===== src/logic/converter_fault_pkg.sv =====
package converter_fault_pkg;

  localparam int unsigned CLK_PERIOD_NS = 25;
  localparam int unsigned TICK_NS       = 100000;
  localparam logic [11:0] TICK_CYCLES   = 12'(TICK_NS / CLK_PERIOD_NS);

  localparam logic [7:0] ADDR_CTRL     = 8'h00;
  localparam logic [7:0] ADDR_CFG_BASE = 8'h04;
  localparam logic [7:0] ADDR_SEQ      = 8'h14;
  localparam logic [7:0] ADDR_STATUS   = 8'h18;

  localparam int unsigned CTRL_RUN_BIT     = 0;
  localparam int unsigned CTRL_DE_BIT      = 1;
  localparam int unsigned CTRL_RESTART_BIT = 2;

  localparam int unsigned LOW_LSB   = 0;
  localparam int unsigned RESP_LSB  = 12;
  localparam int unsigned RETRY_LSB = 16;
  localparam int unsigned DLY_LSB   = 20;
  localparam int unsigned TGT_LSB   = 0;
  localparam int unsigned SDLY_LSB  = 12;
  localparam int unsigned REXP_LSB  = 20;
  localparam logic [31:0] CFG_MASK  = 32'h0FFF7FFF;
  localparam logic [31:0] SEQ_MASK  = 32'h007FFFFF;

  localparam int unsigned NUM_CH = 4;
  localparam int unsigned CH_UV  = 0;
  localparam int unsigned CH_OV  = 1;
  localparam int unsigned CH_OC  = 2;
  localparam int unsigned CH_OT  = 3;

  // Per channel: delay, retries, response, low field (threshold/percent/limit)
  localparam logic [3:0][31:0] CFG_RST = {32'h00A3007D, 32'h00A30000,
                                          32'h00A3000F, 32'h00A3011D};
  localparam logic [31:0] SEQ_RST = 32'h00414078;

  localparam logic [11:0] UV_THR_MIN = 12'h11D;
  localparam logic [11:0] UV_THR_MAX = 12'h640;
  localparam logic [7:0]  PCT_FULL   = 8'h64;
  localparam logic [7:0]  OT_HYST    = 8'h0F;

  localparam int unsigned PIN_W       = 6;
  localparam int unsigned PIN_EN      = 0;
  localparam int unsigned PIN_OC      = 1;
  localparam int unsigned PIN_LOWLOAD = 2;
  localparam int unsigned PIN_SYNC    = 3;
  localparam int unsigned PIN_MULTI   = 4;
  localparam int unsigned PIN_SHARE   = 5;

  typedef enum logic [2:0] {
    RESP_SHUT_MON  = 3'h0,
    RESP_IGNORE    = 3'h1,
    RESP_DELAY_OFF = 3'h2,
    RESP_RETRY_N   = 3'h3,
    RESP_RETRY_INF = 3'h4,
    RESP_CROWBAR   = 3'h5
  } resp_type;

  typedef enum logic [3:0] {
    CH_RUN   = 4'h1,
    CH_GRACE = 4'h2,
    CH_HOLD  = 4'h4,
    CH_LATCH = 4'h8
  } ch_state_type;

  typedef enum logic [5:0] {
    PWR_OFF    = 6'h01,
    PWR_DELAY  = 6'h02,
    PWR_SAMPLE = 6'h04,
    PWR_RAMP   = 6'h08,
    PWR_DOWN   = 6'h10,
    PWR_REG    = 6'h20
  } pwr_state_type;

endpackage : converter_fault_pkg


===== src/logic/fault_response_channel.sv =====
module fault_response_channel #(
  parameter int unsigned RETRY_W = 4,
  parameter int unsigned DELAY_W = 8
) (
  // Clock and reset
  input  logic                          core_clk,
  input  logic                          rst,
  // Fault condition and configuration
  input  logic                          tick,
  input  logic                          fault,
  input  logic                          fault_clear,
  input  converter_fault_pkg::resp_type resp,
  input  logic [RETRY_W-1:0]            retry_limit,
  input  logic [DELAY_W-1:0]            delay_ticks,
  // Restart command and regulation status
  input  logic                          restart,
  input  logic                          reload,
  // Response
  output logic                          shut_off,
  output logic                          crowbar
);
  import converter_fault_pkg::*;

  ch_state_type       state_ff;
  ch_state_type       nxt_state;
  logic [DELAY_W-1:0] timer_ff;
  logic [DELAY_W-1:0] nxt_timer;
  logic [RETRY_W-1:0] used_ff;
  logic [RETRY_W-1:0] nxt_used;
  logic               crowbar_ff;
  logic               nxt_crowbar;

  wire timer_zero = (timer_ff == '0);
  wire exhausted  = (used_ff >= retry_limit);

  always_comb
  begin
    nxt_state   = state_ff;
    nxt_timer   = timer_ff;
    nxt_used    = used_ff;
    nxt_crowbar = crowbar_ff;
    unique case (state_ff)
      CH_RUN:
      begin
        if (reload)
          nxt_used = '0;
        if (fault)
        begin
          unique case (resp)
            RESP_IGNORE:
              nxt_state = CH_RUN;
            RESP_DELAY_OFF:
            begin
              nxt_state = CH_GRACE;
              nxt_timer = delay_ticks;
            end
            RESP_CROWBAR:
            begin
              nxt_state   = CH_LATCH;
              nxt_crowbar = 1'b1;
            end
            RESP_RETRY_N:
            begin
              nxt_state = exhausted ? CH_LATCH : CH_HOLD;
              nxt_timer = delay_ticks;
            end
            RESP_RETRY_INF:
            begin
              nxt_state = CH_HOLD;
              nxt_timer = delay_ticks;
            end
            default:
            begin
              nxt_state = CH_HOLD;
              nxt_timer = '0;
            end
          endcase
        end
      end
      CH_GRACE:
      begin
        if (!fault)
          nxt_state = CH_RUN;
        else if (tick && timer_zero)
          nxt_state = CH_LATCH;
        else if (tick)
          nxt_timer = timer_ff - 1'b1;
      end
      CH_HOLD:
      begin
        if (!timer_zero)
        begin
          if (tick)
            nxt_timer = timer_ff - 1'b1;
        end
        else if (fault_clear)
        begin
          nxt_state = CH_RUN;
          if (resp == RESP_RETRY_N)
            nxt_used = used_ff + 1'b1;
        end
        else if (resp != RESP_SHUT_MON)
          nxt_timer = delay_ticks;
      end
      CH_LATCH:
      begin
        if (restart)
        begin
          nxt_state   = CH_RUN;
          nxt_crowbar = 1'b0;
          nxt_used    = '0;
        end
      end
    endcase
  end

  always_ff @(posedge core_clk or posedge rst)
  begin
    if (rst)
    begin
      state_ff   <= CH_RUN;
      timer_ff   <= '0;
      used_ff    <= '0;
      crowbar_ff <= 1'b0;
    end
    else
    begin
      state_ff   <= nxt_state;
      timer_ff   <= nxt_timer;
      used_ff    <= nxt_used;
      crowbar_ff <= nxt_crowbar;
    end
  end

  assign shut_off = (state_ff == CH_HOLD) || (state_ff == CH_LATCH);
  assign crowbar  = crowbar_ff;

endmodule : fault_response_channel


===== src/logic/converter_fault_supervisor.sv =====
// Notes on behaviour
// - Diode emulation at low load turns the low-side gate off.
// - Diode emulation only works in single-phase operation.
// - Input low threshold programmable 2.85 V to 16 V; start inhibited below it.
// - Input low fault: ignore, delayed latch-off, or shutdown with retries.
// - Input low default: immediate shutdown, auto re-enable when cleared.
// - Overvoltage flag: output above target plus percentage, default 15 %.
// - Power-good drops before the overvoltage response acts.
// - Overvoltage crowbar: high-side off, low-side on until restart.
// - Overvoltage default: immediate shutdown, auto re-enable when cleared.
// - With external sync, an overvoltage crowbar response is forced to shutdown.
// - Output is sampled for prebias before the ramp starts.
// - Prebias below target: ramp from prebias within the configured ramp time.
// - Prebias above target: hold duty, power-good after ramp, then ramp down.
// - Prebias above overvoltage limit: no turn-on, overvoltage fault applies.
// - Prebias handling is off for sharing groups with tracking.
// - Overcurrent offers five responses: retry forever/N, delay-off, ignore, shut.
// - Overcurrent default: immediate shutdown, auto re-enable when cleared.
// - Temperature above programmable limit, default 125, shuts down.
// - Temperature fault offers the same five responses.
// - Thermal restart needs temperature below limit minus 15 after delay.
// - Thermal default: immediate shutdown, auto re-enable when cleared.
//
// Chosen here: the APB interface to the registers and the placing of the registers.
module converter_fault_supervisor #(
  parameter int unsigned RETRY_W = 4,
  parameter int unsigned DELAY_W = 8
) (
  // Clock and reset
  input  logic        core_clk,
  input  logic        rst,
  // APB slave
  input  logic        psel,
  input  logic        penable,
  input  logic        pwrite,
  input  logic [7:0]  paddr,
  input  logic [31:0] pwdata,
  output logic [31:0] prdata,
  output logic        pready,
  output logic        pslverr,
  // Asynchronous pins
  input  logic        enable_pin,
  input  logic        overcurrent_pin,
  input  logic        low_load_pin,
  input  logic        ext_sync_pin,
  input  logic        multi_phase_pin,
  input  logic        share_track_pin,
  // Converter measurements, same clock
  input  logic [11:0] vin_code,
  input  logic [11:0] output_sense_positive,
  input  logic [7:0]  temp_code,
  // Drive decisions
  output logic        high_side_enable,
  output logic        low_side_enable,
  output logic        output_good_flag,
  output logic [11:0] working_target,
  output logic        prebias_duty_hold,
  output logic        input_low_lockout
);
  import converter_fault_pkg::*;

  function automatic logic ov_exceeds(input logic [11:0] v, input logic [11:0] tgt,
                                      input logic [7:0] pct);
    ov_exceeds = (22'(v) * 22'(PCT_FULL)) > (22'(tgt) * (22'(PCT_FULL) + 22'(pct)));
  endfunction : ov_exceeds

  logic [PIN_W-1:0] pin_s1_ff;
  logic [PIN_W-1:0] pin_s2_ff;
  logic [PIN_W-1:0] pin_s3_ff;
  logic [PIN_W-1:0] pin_ff;
  logic [1:0]       ctrl_ff;
  logic [31:0]      cfg_ff [NUM_CH];
  logic [31:0]      seq_ff;
  logic [11:0]      tick_cnt_ff;
  pwr_state_type    pwr_ff;
  pwr_state_type    nxt_pwr;
  logic [7:0]       sdly_ff;
  logic [7:0]       nxt_sdly;
  logic [8:0]       ramp_cnt_ff;
  logic [8:0]       nxt_ramp_cnt;
  logic [11:0]      ramp_start_ff;
  logic [11:0]      nxt_ramp_start;
  logic             above_ff;
  logic             nxt_above;
  logic [11:0]      nxt_working;
  logic             ov_fault_ff;
  logic             hs_ff;
  logic             ls_ff;
  logic             pg_ff;
  logic [11:0]      work_ff;
  logic             uvl_ff;
  logic [NUM_CH-1:0] ch_fault;
  logic [NUM_CH-1:0] ch_clear;
  logic [NUM_CH-1:0] ch_off;
  logic [NUM_CH-1:0] ch_crowbar;
  resp_type          ch_resp [NUM_CH];

  // Pin synchroniser; a change counts once stages two and three agree
  always_ff @(posedge core_clk or posedge rst)
  begin
    if (rst)
    begin
      pin_s1_ff <= '0;
      pin_s2_ff <= '0;
      pin_s3_ff <= '0;
      pin_ff    <= '0;
    end
    else
    begin
      pin_s1_ff <= {share_track_pin, multi_phase_pin, ext_sync_pin,
                    low_load_pin, overcurrent_pin, enable_pin};
      pin_s2_ff <= pin_s1_ff;
      pin_s3_ff <= pin_s2_ff;
      pin_ff    <= (pin_s2_ff & pin_s3_ff) | (pin_ff & (pin_s2_ff ^ pin_s3_ff));
    end
  end

  wire en_s          = pin_ff[PIN_EN];
  wire low_load_s    = pin_ff[PIN_LOWLOAD];
  wire ext_sync_s    = pin_ff[PIN_SYNC];
  wire multi_phase_s = pin_ff[PIN_MULTI];
  wire share_track_s = pin_ff[PIN_SHARE];

  // APB decode
  wire        acc       = psel && penable;
  wire        wr        = acc && pwrite;
  wire        hit_ctrl  = (paddr == ADDR_CTRL);
  wire        hit_seq   = (paddr == ADDR_SEQ);
  wire        hit_stat  = (paddr == ADDR_STATUS);
  wire [7:0]  cfg_off   = paddr - ADDR_CFG_BASE;
  wire        hit_cfg   = (paddr >= ADDR_CFG_BASE) && (paddr < ADDR_SEQ) && (paddr[1:0] == 2'h0);
  wire [1:0]  cfg_idx   = cfg_off[3:2];
  wire        hit_any   = hit_ctrl || hit_seq || hit_stat || hit_cfg;
  wire        restart   = wr && hit_ctrl && pwdata[CTRL_RESTART_BIT];
  wire [11:0] wr_low    = pwdata[LOW_LSB +: 12];
  wire [11:0] uv_clamp  = (wr_low < UV_THR_MIN) ? UV_THR_MIN :
                          (wr_low > UV_THR_MAX) ? UV_THR_MAX : wr_low;
  wire [31:0] cfg_wdata = (cfg_idx == 2'(CH_UV)) ?
                          {pwdata[31:12], uv_clamp} & CFG_MASK : pwdata & CFG_MASK;

  always_ff @(posedge core_clk or posedge rst)
  begin
    if (rst)
    begin
      ctrl_ff <= '0;
      seq_ff  <= SEQ_RST;
      for (int i = 0; i < NUM_CH; i++)
        cfg_ff[i] <= CFG_RST[i];
    end
    else if (wr)
    begin
      if (hit_ctrl)
        ctrl_ff <= pwdata[1:0];
      if (hit_seq)
        seq_ff <= pwdata & SEQ_MASK;
      if (hit_cfg)
        cfg_ff[cfg_idx] <= cfg_wdata;
    end
  end

  wire [11:0] uv_thr    = cfg_ff[CH_UV][LOW_LSB +: 12];
  wire [7:0]  ov_pct    = cfg_ff[CH_OV][LOW_LSB +: 8];
  wire [7:0]  ot_limit  = cfg_ff[CH_OT][LOW_LSB +: 8];
  wire [11:0] target    = seq_ff[TGT_LSB +: 12];
  wire [7:0]  start_dly = seq_ff[SDLY_LSB +: 8];
  wire [2:0]  ramp_exp  = seq_ff[REXP_LSB +: 3];
  wire        run_cmd   = ctrl_ff[CTRL_RUN_BIT];
  wire        de_active = ctrl_ff[CTRL_DE_BIT] && !multi_phase_s;

  // Fault detectors
  wire       uv_fault = (vin_code < uv_thr);
  wire       ov_flag  = ov_exceeds(output_sense_positive, target, ov_pct);
  wire       ot_fault = (temp_code > ot_limit);
  wire [7:0] ot_low   = (ot_limit > OT_HYST) ? ot_limit - OT_HYST : 8'h00;
  wire       ot_clear = (temp_code < ot_low);

  assign ch_fault = {ot_fault, pin_ff[PIN_OC], ov_fault_ff, uv_fault};
  assign ch_clear = {ot_clear, !pin_ff[PIN_OC], !ov_flag, !uv_fault};

  wire tick = (tick_cnt_ff == TICK_CYCLES - 12'h001);

  always_ff @(posedge core_clk or posedge rst)
  begin
    if (rst)
      tick_cnt_ff <= '0;
    else
      tick_cnt_ff <= tick ? 12'h000 : tick_cnt_ff + 12'h001;
  end

  // One response engine per fault source
  generate
    for (genvar gi = 0; gi < NUM_CH; gi++)
    begin : g_chan
      wire [2:0] raw = cfg_ff[gi][RESP_LSB +: 3];
      wire no_crowbar = (gi != CH_OV) || ext_sync_s;
      assign ch_resp[gi] = (raw == RESP_CROWBAR && no_crowbar) ? RESP_SHUT_MON
                                                                 : resp_type'(raw);
      fault_response_channel #(
        .RETRY_W (RETRY_W),
        .DELAY_W (DELAY_W)
      ) u_chan (
        .core_clk    (core_clk),
        .rst         (rst),
        .tick        (tick),
        .fault       (ch_fault[gi]),
        .fault_clear (ch_clear[gi]),
        .resp        (ch_resp[gi]),
        .retry_limit (cfg_ff[gi][RETRY_LSB +: RETRY_W]),
        .delay_ticks (cfg_ff[gi][DLY_LSB +: DELAY_W]),
        .restart     (restart),
        .reload      (pg_ff),
        .shut_off    (ch_off[gi]),
        .crowbar     (ch_crowbar[gi])
      );
    end
  endgenerate

  wire        any_off  = |ch_off;
  wire        crowbar  = |ch_crowbar;
  wire        start_ok = run_cmd && en_s && !any_off && !uv_fault;
  wire        pb_off   = share_track_s;
  wire [11:0] pb_level = pb_off ? 12'h000 : output_sense_positive;
  wire        pb_ov    = !pb_off && ov_exceeds(output_sense_positive, target, ov_pct);
  wire [8:0]  span     = 9'h001 << ramp_exp;
  wire        ramp_end = tick && (ramp_cnt_ff == span);
  wire signed [12:0] ramp_diff = $signed({1'b0, target}) - $signed({1'b0, ramp_start_ff});
  wire signed [21:0] ramp_prod = 22'(ramp_diff) * $signed({13'h0000, ramp_cnt_ff});
  wire signed [21:0] ramp_step = ramp_prod >>> ramp_exp;
  wire [11:0] ramp_pt  = ramp_start_ff + ramp_step[11:0];

  always_comb
  begin
    nxt_pwr        = pwr_ff;
    nxt_sdly       = sdly_ff;
    nxt_ramp_cnt   = ramp_cnt_ff;
    nxt_ramp_start = ramp_start_ff;
    nxt_above      = above_ff;
    nxt_working    = work_ff;
    unique case (pwr_ff)
      PWR_OFF:
      begin
        nxt_working = '0;
        if (start_ok)
        begin
          nxt_pwr  = PWR_DELAY;
          nxt_sdly = start_dly;
        end
      end
      PWR_DELAY:
      begin
        if (tick && sdly_ff == 8'h00)
          nxt_pwr = PWR_SAMPLE;
        else if (tick)
          nxt_sdly = sdly_ff - 8'h01;
      end
      PWR_SAMPLE:
      begin
        if (pb_ov)
          nxt_pwr = PWR_OFF;
        else
        begin
          nxt_pwr        = PWR_RAMP;
          nxt_ramp_start = pb_level;
          nxt_above      = pb_level > target;
          nxt_ramp_cnt   = '0;
          nxt_working    = pb_level;
        end
      end
      PWR_RAMP:
      begin
        if (tick)
          nxt_ramp_cnt = ramp_cnt_ff + 9'h001;
        nxt_working = above_ff ? ramp_start_ff : ramp_pt;
        if (ramp_end)
        begin
          nxt_pwr      = above_ff ? PWR_DOWN : PWR_REG;
          nxt_ramp_cnt = '0;
        end
      end
      PWR_DOWN:
      begin
        if (tick)
          nxt_ramp_cnt = ramp_cnt_ff + 9'h001;
        nxt_working = ramp_pt;
        if (ramp_end)
          nxt_pwr = PWR_REG;
      end
      PWR_REG:
        nxt_working = target;
    endcase
    if (pwr_ff != PWR_OFF && !(run_cmd && en_s && !any_off))
      nxt_pwr = PWR_OFF;
  end

  wire gates_on = (pwr_ff == PWR_RAMP) || (pwr_ff == PWR_DOWN) || (pwr_ff == PWR_REG);
  wire pg_nxt   = ((pwr_ff == PWR_DOWN) || (pwr_ff == PWR_REG)) && !ov_flag && !any_off;

  always_ff @(posedge core_clk or posedge rst)
  begin
    if (rst)
    begin
      pwr_ff        <= PWR_OFF;
      sdly_ff       <= '0;
      ramp_cnt_ff   <= '0;
      ramp_start_ff <= '0;
      above_ff      <= 1'b0;
      work_ff       <= '0;
      ov_fault_ff   <= 1'b0;
      hs_ff         <= 1'b0;
      ls_ff         <= 1'b0;
      pg_ff         <= 1'b0;
      uvl_ff        <= 1'b0;
    end
    else
    begin
      pwr_ff        <= nxt_pwr;
      sdly_ff       <= nxt_sdly;
      ramp_cnt_ff   <= nxt_ramp_cnt;
      ramp_start_ff <= nxt_ramp_start;
      above_ff      <= nxt_above;
      work_ff       <= nxt_working;
      ov_fault_ff   <= ov_flag;
      hs_ff         <= gates_on && !crowbar;
      ls_ff         <= crowbar || (gates_on && !(de_active && low_load_s));
      pg_ff         <= pg_nxt;
      uvl_ff        <= uv_fault;
    end
  end

  assign high_side_enable  = hs_ff;
  assign low_side_enable   = ls_ff;
  assign output_good_flag  = pg_ff;
  assign working_target    = work_ff;
  assign prebias_duty_hold = (pwr_ff == PWR_RAMP) && above_ff;
  assign input_low_lockout = uvl_ff;

  wire [31:0] status = {14'h0000, pwr_ff, ch_crowbar, ch_off,
                        uvl_ff, ls_ff, hs_ff, pg_ff};
  wire [31:0] rd_mux = hit_ctrl ? {30'h00000000, ctrl_ff} :
                       hit_cfg  ? cfg_ff[cfg_idx] :
                       hit_seq  ? seq_ff :
                       hit_stat ? status : 32'h00000000;
  assign prdata  = rd_mux;
  assign pready  = 1'b1;
  assign pslverr = acc && !hit_any;

  property p_de_low_side;
    @(posedge core_clk) disable iff (rst)
      (gates_on && !crowbar && de_active && low_load_s) |=> !low_side_enable;
  endproperty
  a_de_low_side: assert property (p_de_low_side) else $error("low side on in emulation");

  property p_multi_phase;
    @(posedge core_clk) disable iff (rst)
      (gates_on && multi_phase_s) |=> low_side_enable;
  endproperty
  a_multi_phase: assert property (p_multi_phase) else $error("emulation in multi-phase");

  property p_uv_inhibit;
    @(posedge core_clk) disable iff (rst)
      (pwr_ff == PWR_OFF && uv_fault) |=> (pwr_ff == PWR_OFF);
  endproperty
  a_uv_inhibit: assert property (p_uv_inhibit) else $error("start below input threshold");

  property p_pg_first;
    @(posedge core_clk) disable iff (rst)
      ch_off[CH_OV] |-> !output_good_flag;
  endproperty
  a_pg_first: assert property (p_pg_first) else $error("power-good high at ov shutdown");

  property p_crowbar;
    @(posedge core_clk) disable iff (rst)
      crowbar |=> (!high_side_enable && low_side_enable);
  endproperty
  a_crowbar: assert property (p_crowbar) else $error("crowbar gates wrong");

  property p_sync_ov;
    @(posedge core_clk) disable iff (rst)
      $rose(ch_crowbar[CH_OV]) |-> !$past(ext_sync_s, 1);
  endproperty
  a_sync_ov: assert property (p_sync_ov) else $error("crowbar under external sync");

  property p_pb_start;
    @(posedge core_clk) disable iff (rst)
      (pwr_ff == PWR_SAMPLE && !pb_off && !pb_ov && nxt_pwr == PWR_RAMP)
        |=> (ramp_start_ff == $past(output_sense_positive));
  endproperty
  a_pb_start: assert property (p_pb_start) else $error("prebias start level wrong");

  property p_pb_ov;
    @(posedge core_clk) disable iff (rst)
      (pwr_ff == PWR_SAMPLE && pb_ov) |=> (pwr_ff == PWR_OFF) ##1 !high_side_enable;
  endproperty
  a_pb_ov: assert property (p_pb_ov) else $error("turn-on above ov limit");

  property p_pg_ramp;
    @(posedge core_clk) disable iff (rst)
      (pwr_ff == PWR_RAMP) |-> !output_good_flag;
  endproperty
  a_pg_ramp: assert property (p_pg_ramp) else $error("power-good during ramp");

  property p_ot_shut;
    @(posedge core_clk) disable iff (rst)
      (ot_fault && ch_resp[CH_OT] == RESP_SHUT_MON && hs_ff) |-> ##[1:4] !high_side_enable;
  endproperty
  a_ot_shut: assert property (p_ot_shut) else $error("no thermal shutdown");

endmodule : converter_fault_supervisor


===== config.mk =====
export PLATFORM = sky130hd
export DESIGN_NAME = converter_fault_supervisor
export DESIGN_NICKNAME = d
export VERILOG_FILES = /design/src/logic/converter_fault_pkg.sv /design/src/logic/fault_response_channel.sv /design/src/logic/converter_fault_supervisor.sv
export SDC_FILE = /design/constraint.sdc
export NUM_CORES = 2
export LEC_CHECK = 0
export CAP_MARGIN = 30
export CORE_ASPECT_RATIO = 1.25
export CORE_MARGIN = 2
export CORE_UTILIZATION = 35
export DETAILED_ROUTE_END_ITERATION = 12
export DONT_BUFFER_PORTS = 1
export GPL_TIMING_DRIVEN = 0
export PLACE_DENSITY_LB_ADDON = 0.12
export SLEW_MARGIN = 20
export SYNTH_ARGS = -nofsm -noshare
export SYNTH_HDL_FRONTEND = slang
export SYNTH_SLANG_ARGS = --single-unit

===== constraint.sdc =====
create_clock -name core_clk -period 16.3 [get_ports core_clk]
set_clock_uncertainty 0.2 [all_clocks]
set_input_delay 4.075 -clock core_clk [delete_from_list [all_inputs] [get_ports core_clk]]
set_output_delay 4.075 -clock core_clk [all_outputs]
set_load 0.02 [all_outputs]

======== After elaboration in Yosys (flattened, before gate mapping) ========
Cells that the tools add are included.
word-level totals
  output and inout bits ................... 51
  input port bits ......................... 83
  register bits after elaboration ......... 310
  word-level logic and storage cells ...... 440
operators by class
  reduce and logical (&&, ||, !) cells .... 109
  shift-type cells ........................ 2
  $add $sub $neg .......................... 16
  equality and inequality tests ........... 111
  bitwise operators ....................... 6
  multiplexer cells ....................... 139
  $mul .................................... 3
  $lt $le $gt $ge ......................... 16
operator list
  operator                                          count
  two-way mux 8 bit                                 32
  two-way mux 32 bit                                5
  two-way mux 4 bit                                 40
  bitwise mux 128 bit                               1
  case mux 4 bit (4 select lines)                   8
  case mux 8 bit (3 select lines)                   4
  two-way mux 12 bit                                7
  case mux 8 bit (2 select lines)                   5
  binary-select mux 32 bit (select 2 bit)           1
  demux 32 bit (select 2 bit)                       1
  case mux 12 bit (5 select lines)                  1
  != test 2 bit, second input constant              29
  zero test 8 bit                                   6
  case mux 4 bit (3 select lines)                   4
  subtractor 8 x 1 -> 8 bit, second input constant  5
  != test 3 bit, second input constant              13
  nonzero test 3 bit                                13
  == test 3 bit, second input constant              12
  two-way mux 6 bit                                 6
  != test 2 x 1 -> 1 bit, second input constant     15
  case mux 6 bit (5 select lines)                   1
  AND reduction 7 bit                               4
  logical AND 1 bit                                 27
  two-way mux 9 bit                                 3
  67 further kinds                                  159

======== Longest topological paths before layout ========
  depth after elaboration ................. 9
  depth in mapped cells ................... 41
  depth with buffers taken out ............ 40

======== By module ========
From an unflattened synthesis, not the netlist that was laid out.
second synthesis, totals
  cells, all modules ...................... 3071
  area, all modules ....................... 28093.2 µm²
by module, submodules not included
  module                                          area each (µm²)  times used  cells each  sequential area each (µm²)
  converter_fault_supervisor                      21962.3          1           2354        5604.1
  fault_response_channel at g_chan[0].u_chan ...  1561.5           3           182         426.7
  fault_response_channel at g_chan[3].u_chan      1446.4           1           171         426.7

======== Worst setup path before layout ========
No wires, ideal clock.
  kind .................................... input -> output
  from .................................... input port paddr[2]
  to ...................................... output port prdata[12]
  path slack .............................. 4.114 ns
  data required time ...................... 12.025 ns
  buffers on the path ..................... 6
  cell stages on the path ................. 11
  arrival time ............................ 7.911 ns
  cells stage by stage .................... clkbuf_1 clkbuf_1 clkbuf_1 inv_1 ha_1 clkbuf_1 clkbuf_1 clkbuf_1 mux4_2 nor2_1 nor3_1
on the way
  cells in the longest elaborated chain, start to end .. 7
  elaborated cells on any way between the ends .. 16
  those cells by class .................... add/sub: 1; order compare: 2; eq/ne: 2; mux: 7; bitwise: 1; reduce/logical: 3
ends and longest elaborated chain
  element                                                 RTL line                           RTL
  start: declaration                                      converter_fault_supervisor.sv:36   input logic [7:0] paddr,
  subtractor 4 x 3 -> 4 bit                               converter_fault_supervisor.sv:130  wire [7:0] cfg_off = paddr - ADDR_CFG_BASE;
  inverter 2 -> 3 bit (not written as such)               converter_fault_supervisor.sv:340  hit_cfg ? cfg_ff[cfg_idx] :
  binary-select mux 32 bit (select 2 bit)                 converter_fault_supervisor.sv:340
  two-way mux 32 bit (not written as such) (2 in series)  converter_fault_supervisor.sv:340
  two-way mux 32 bit                                      converter_fault_supervisor.sv:340
  two-way mux 32 bit *                                    converter_fault_supervisor.sv:339  wire [31:0] rd_mux = hit_ctrl ? {30'h00000000, ctrl_ff} :
  end: declaration                                        converter_fault_supervisor.sv:38   output logic [31:0] prdata,
Mark *: on every way between the ends. The rest lies on a longest branch, timed or not. The select of a mux whose other input is x is not followed.

======== Worst setup path after layout ========
  from .................................... input port paddr[2]
  to ...................................... output port prdata[17]
The elaborated chain is that of the path after synthesis.

==> results_dict.tcl <==
set metrics [dict create \
    end_kind "primary output" \
    gp_congestion 0.893 \
    postCtsHoldBufs 0 \
    ys_seq_elements 290 \
    cts_buffers 36 \
    fin_nets 3516 \
    path_cells "clkbuf_1 -> clkbuf_1 -> clkbuf_1 -> inv_1 -> ha_1 -> clkbuf_1 -> buf_6 -> clkbuf_1 -> clkbuf_1 -> mux4_2 -> nor2_1 -> nor3_1" \
    crit_required_ns 12.02 \
    cts_tree "built" \
    ys.warnings.count 0 \
    fin_crit_ns 14.00 \
    cts_resized 0 \
    synth_most_common_cell "inv_1" \
    fmax_mhz 71.4 \
    wl_per_cell_microns 20.8 \
    cts_buffer_depth 3 \
    yosys.area_share.simple_pct 16.9 \
    wl_microns 83800 \
    ant_nets 0 \
    ir_worst_vdd_mv 0.164 \
    drcViolationCount 0 \
    rrSetupSlack_ns 5.46 \
    slowest_stage "nor3_1" \
    cp-startpoint "paddr[2]" \
    cp_max_fo 10 \
    syn_area_per_cell_sq_um 9.04 \
    dp_hpwl_microns 67500 \
    grt_pass1_vias 22400 \
    area_growth_syn_to_layout_pct 9.70 \
    num_vias 21900 \
    synthAdderAreaFrac_pct 23.7 \
    yosys-top-cells-count "inv_1, nand2_1, dfrtp_1, ha_1, o21ai_0" \
    dp.cells 3957 \
    grt_setup_unrepaired "false" \
    start_util_pct 35.3 \
    grt_max_degree 100 \
    synth_top_family_by_area "adder cells" \
    startpoint_type "input pin" \
    diodes 0 \
    finish.cell_count_without_fillers 4028 \
    cts_root_buf "clkbuf_16" \
    worst_pin_slew_ns 1.04 \
    yosysSeqAreaShare_pct 27.2 \
    hold_path_class "reg2reg" \
    synth_area_sq_um 26800 \
    core_area_sq_um 75900 \
    r2r-start "seq_ff[0]$_DFFE_PP0P_" \
    antenna_found_initial 1 \
    slew_violations 0 \
    finalSetupTns_ns 0 \
    synth_flop_cell "dfrtp_1" \
    rr_endpoint "working_target[9]$_DFFE_PP0P_" \
    path_common_cell "clkbuf_1" \
    muxShareOfSynthArea_pct 6.56 \
    die_w_microns 252 \
    worstRegToRegCells 38 \
    synth-xor-area-share_pct 2.95 \
    grt_pass1_wl_microns 131000 \
    synth_cell_types 103 \
    leakagePower_nw 13.4 \
    dieHeight_microns 314 \
    grt_usage_pct 21.3 \
    port_buffers 0 \
    pin_count 134 \
    synth_edf_count 0 \
    async_flop_share_pct 100 \
    power_density_nw_per_um2 166 \
    drt-pass1-iter-count 5 \
    synth_area_leader_cell "dfrtp_1" \
    crit_type "in2out" \
    setup_violations 0 \
    overflow 0 \
    drt-initial-drc-count 1353 \
    insertion_delay_ns 0.58 \
    crit_end "prdata[17]" \
    finalHoldViolCount 0 \
    synthesis.instances 2967 \
    htreeDepth 2 \
    drive_gt1_share_pct 9.67 \
    synth_compound_area_share_pct 15.9 \
    path_clk_slew_ns 0.06 \
    cp_slowest_stage_delay_ns 0.80 \
    status "completed" \
    cp.arrival_ns 9.72 \
    slew_headroom_pct 30.8 \
    dieArea_sq_um 78900 \
    maxCapViolCount 0 \
    post_cts_buffers 0 \
    synth_area_leaders "dfrtp_1, fa_1, ha_1" \
    synth_top_area_share_pct 23.0 \
    rows 113 \
    vias_per_cell 5.43 \
    clock_sinks 290 \
    period_share_pct 85.9 \
]
## worst min-delay path by stage
stage                                 startpoint                     end  cells past startpoint
after floorplan           pin_s1_ff[0]$_DFF_PP0_  pin_s2_ff[0]$_DFF_PP0_                      0
after global placement    pin_s1_ff[1]$_DFF_PP0_  pin_s2_ff[1]$_DFF_PP0_                      0
after detailed placement  pin_s1_ff[3]$_DFF_PP0_  pin_s2_ff[3]$_DFF_PP0_                      0
after CTS                 pin_s1_ff[3]$_DFF_PP0_  pin_s2_ff[3]$_DFF_PP0_                      0
after global routing      pin_s1_ff[5]$_DFF_PP0_  pin_s2_ff[5]$_DFF_PP0_                      0
final                     pin_s1_ff[3]$_DFF_PP0_  pin_s2_ff[3]$_DFF_PP0_                      0
## cells by family (layout without fill, tap and decap cells)
| family | count (synthesis) | after routing |
|---|---|---|
| and+or+nand+nor | 910 | 910 |
| AOI/OAI and AO/OA | 672 | 672 |
| buffers and inverters | 466 | 547 |
| adders and majority gates | 410 | 410 |
| DFF | 290 | 290 |
| muxes | 130 | 130 |
| xor gates and xnor gates | 87 | 87 |
| other | 2 | 5 |
## power by group
group | internal [mW] | total [mW] | switching, mW
logic | 1.43 | 3.29 | 1.86
registers | 0.765 | 0.806 | 0.0414
clock network | 0.461 | 0.800 | 0.339
total | 2.66 | 4.90 | 2.24
## cells in the final DEF, fill, tap and decap left out, drive strengths merged, types with 86 or more instances in the layout
cell,instances
a21oi,160
and2,87
clkbuf,172
dfrtp,247
fa,163
ha,247
inv,332
mux2,86
nand2,312
nor2,166
o21ai,238
## per-stage QoR
step | area (sq um) | setup slack, ns | utilization (%) | hold WS [ns] | power, mW
2_1_floorplan | 26800 | 4.09 | - | 0.131 | 3.34
3_3_place_gp | 28100 | 0.474 | 37.0 | 0.135 | 4.00
3_5_place_dp | 28200 | 1.76 | 37.2 | 0.135 | 4.07
4_1_cts | 29400 | 1.82 | 38.7 | 0.148 | 4.91
5_1_grt | 29400 | 1.88 | 38.8 | 0.163 | 5.39
6_report | 29400 | 2.30 | 38.8 | 0.147 | 4.90
## metal layers
metal	vias up	track usage, %	share of wire, %
li1	10300	-	-
met3	110	4.39	5.6
met4	2	6.36	2.9
met1	10900	26.1	41
met5	-	0	0.019
met2	514	37.7	50
## worst max-delay path, delay by kind of cell
family / cells / cell delay (ns)
muxes: 1 / 0.37
and+or+nand+nor: 2 / 0.85
adders and majority gates: 1 / 0.34
buffers and inverters: 8 / 4.06
## final cells by class
type / instances / area (sq um)
sequential: 290 / 7310
fill: 7666 / 46500
tap: 977 / 1220
timing repair buffer: 15 / 175
clock inverter: 13 / 130
clock buffer: 53 / 1030
multi-input combinational: 2214 / 17800
buffer: 136 / 556
inverter: 330 / 1250
## registers in the layout, indices dropped and copies added (netlist names), 8 cells and up
name	count
seq_ff	23
ramp_cnt_ff	9
g_chan.u_chan.timer_ff	32
sdly_ff	8
g_chan.u_chan.state_ff	16
g_chan.u_chan.used_ff	16
tick_cnt_ff	12
cfg_ff	108
working_target	12
ramp_start_ff	12
No activity file was read; power rests on OpenSTA's default activity.
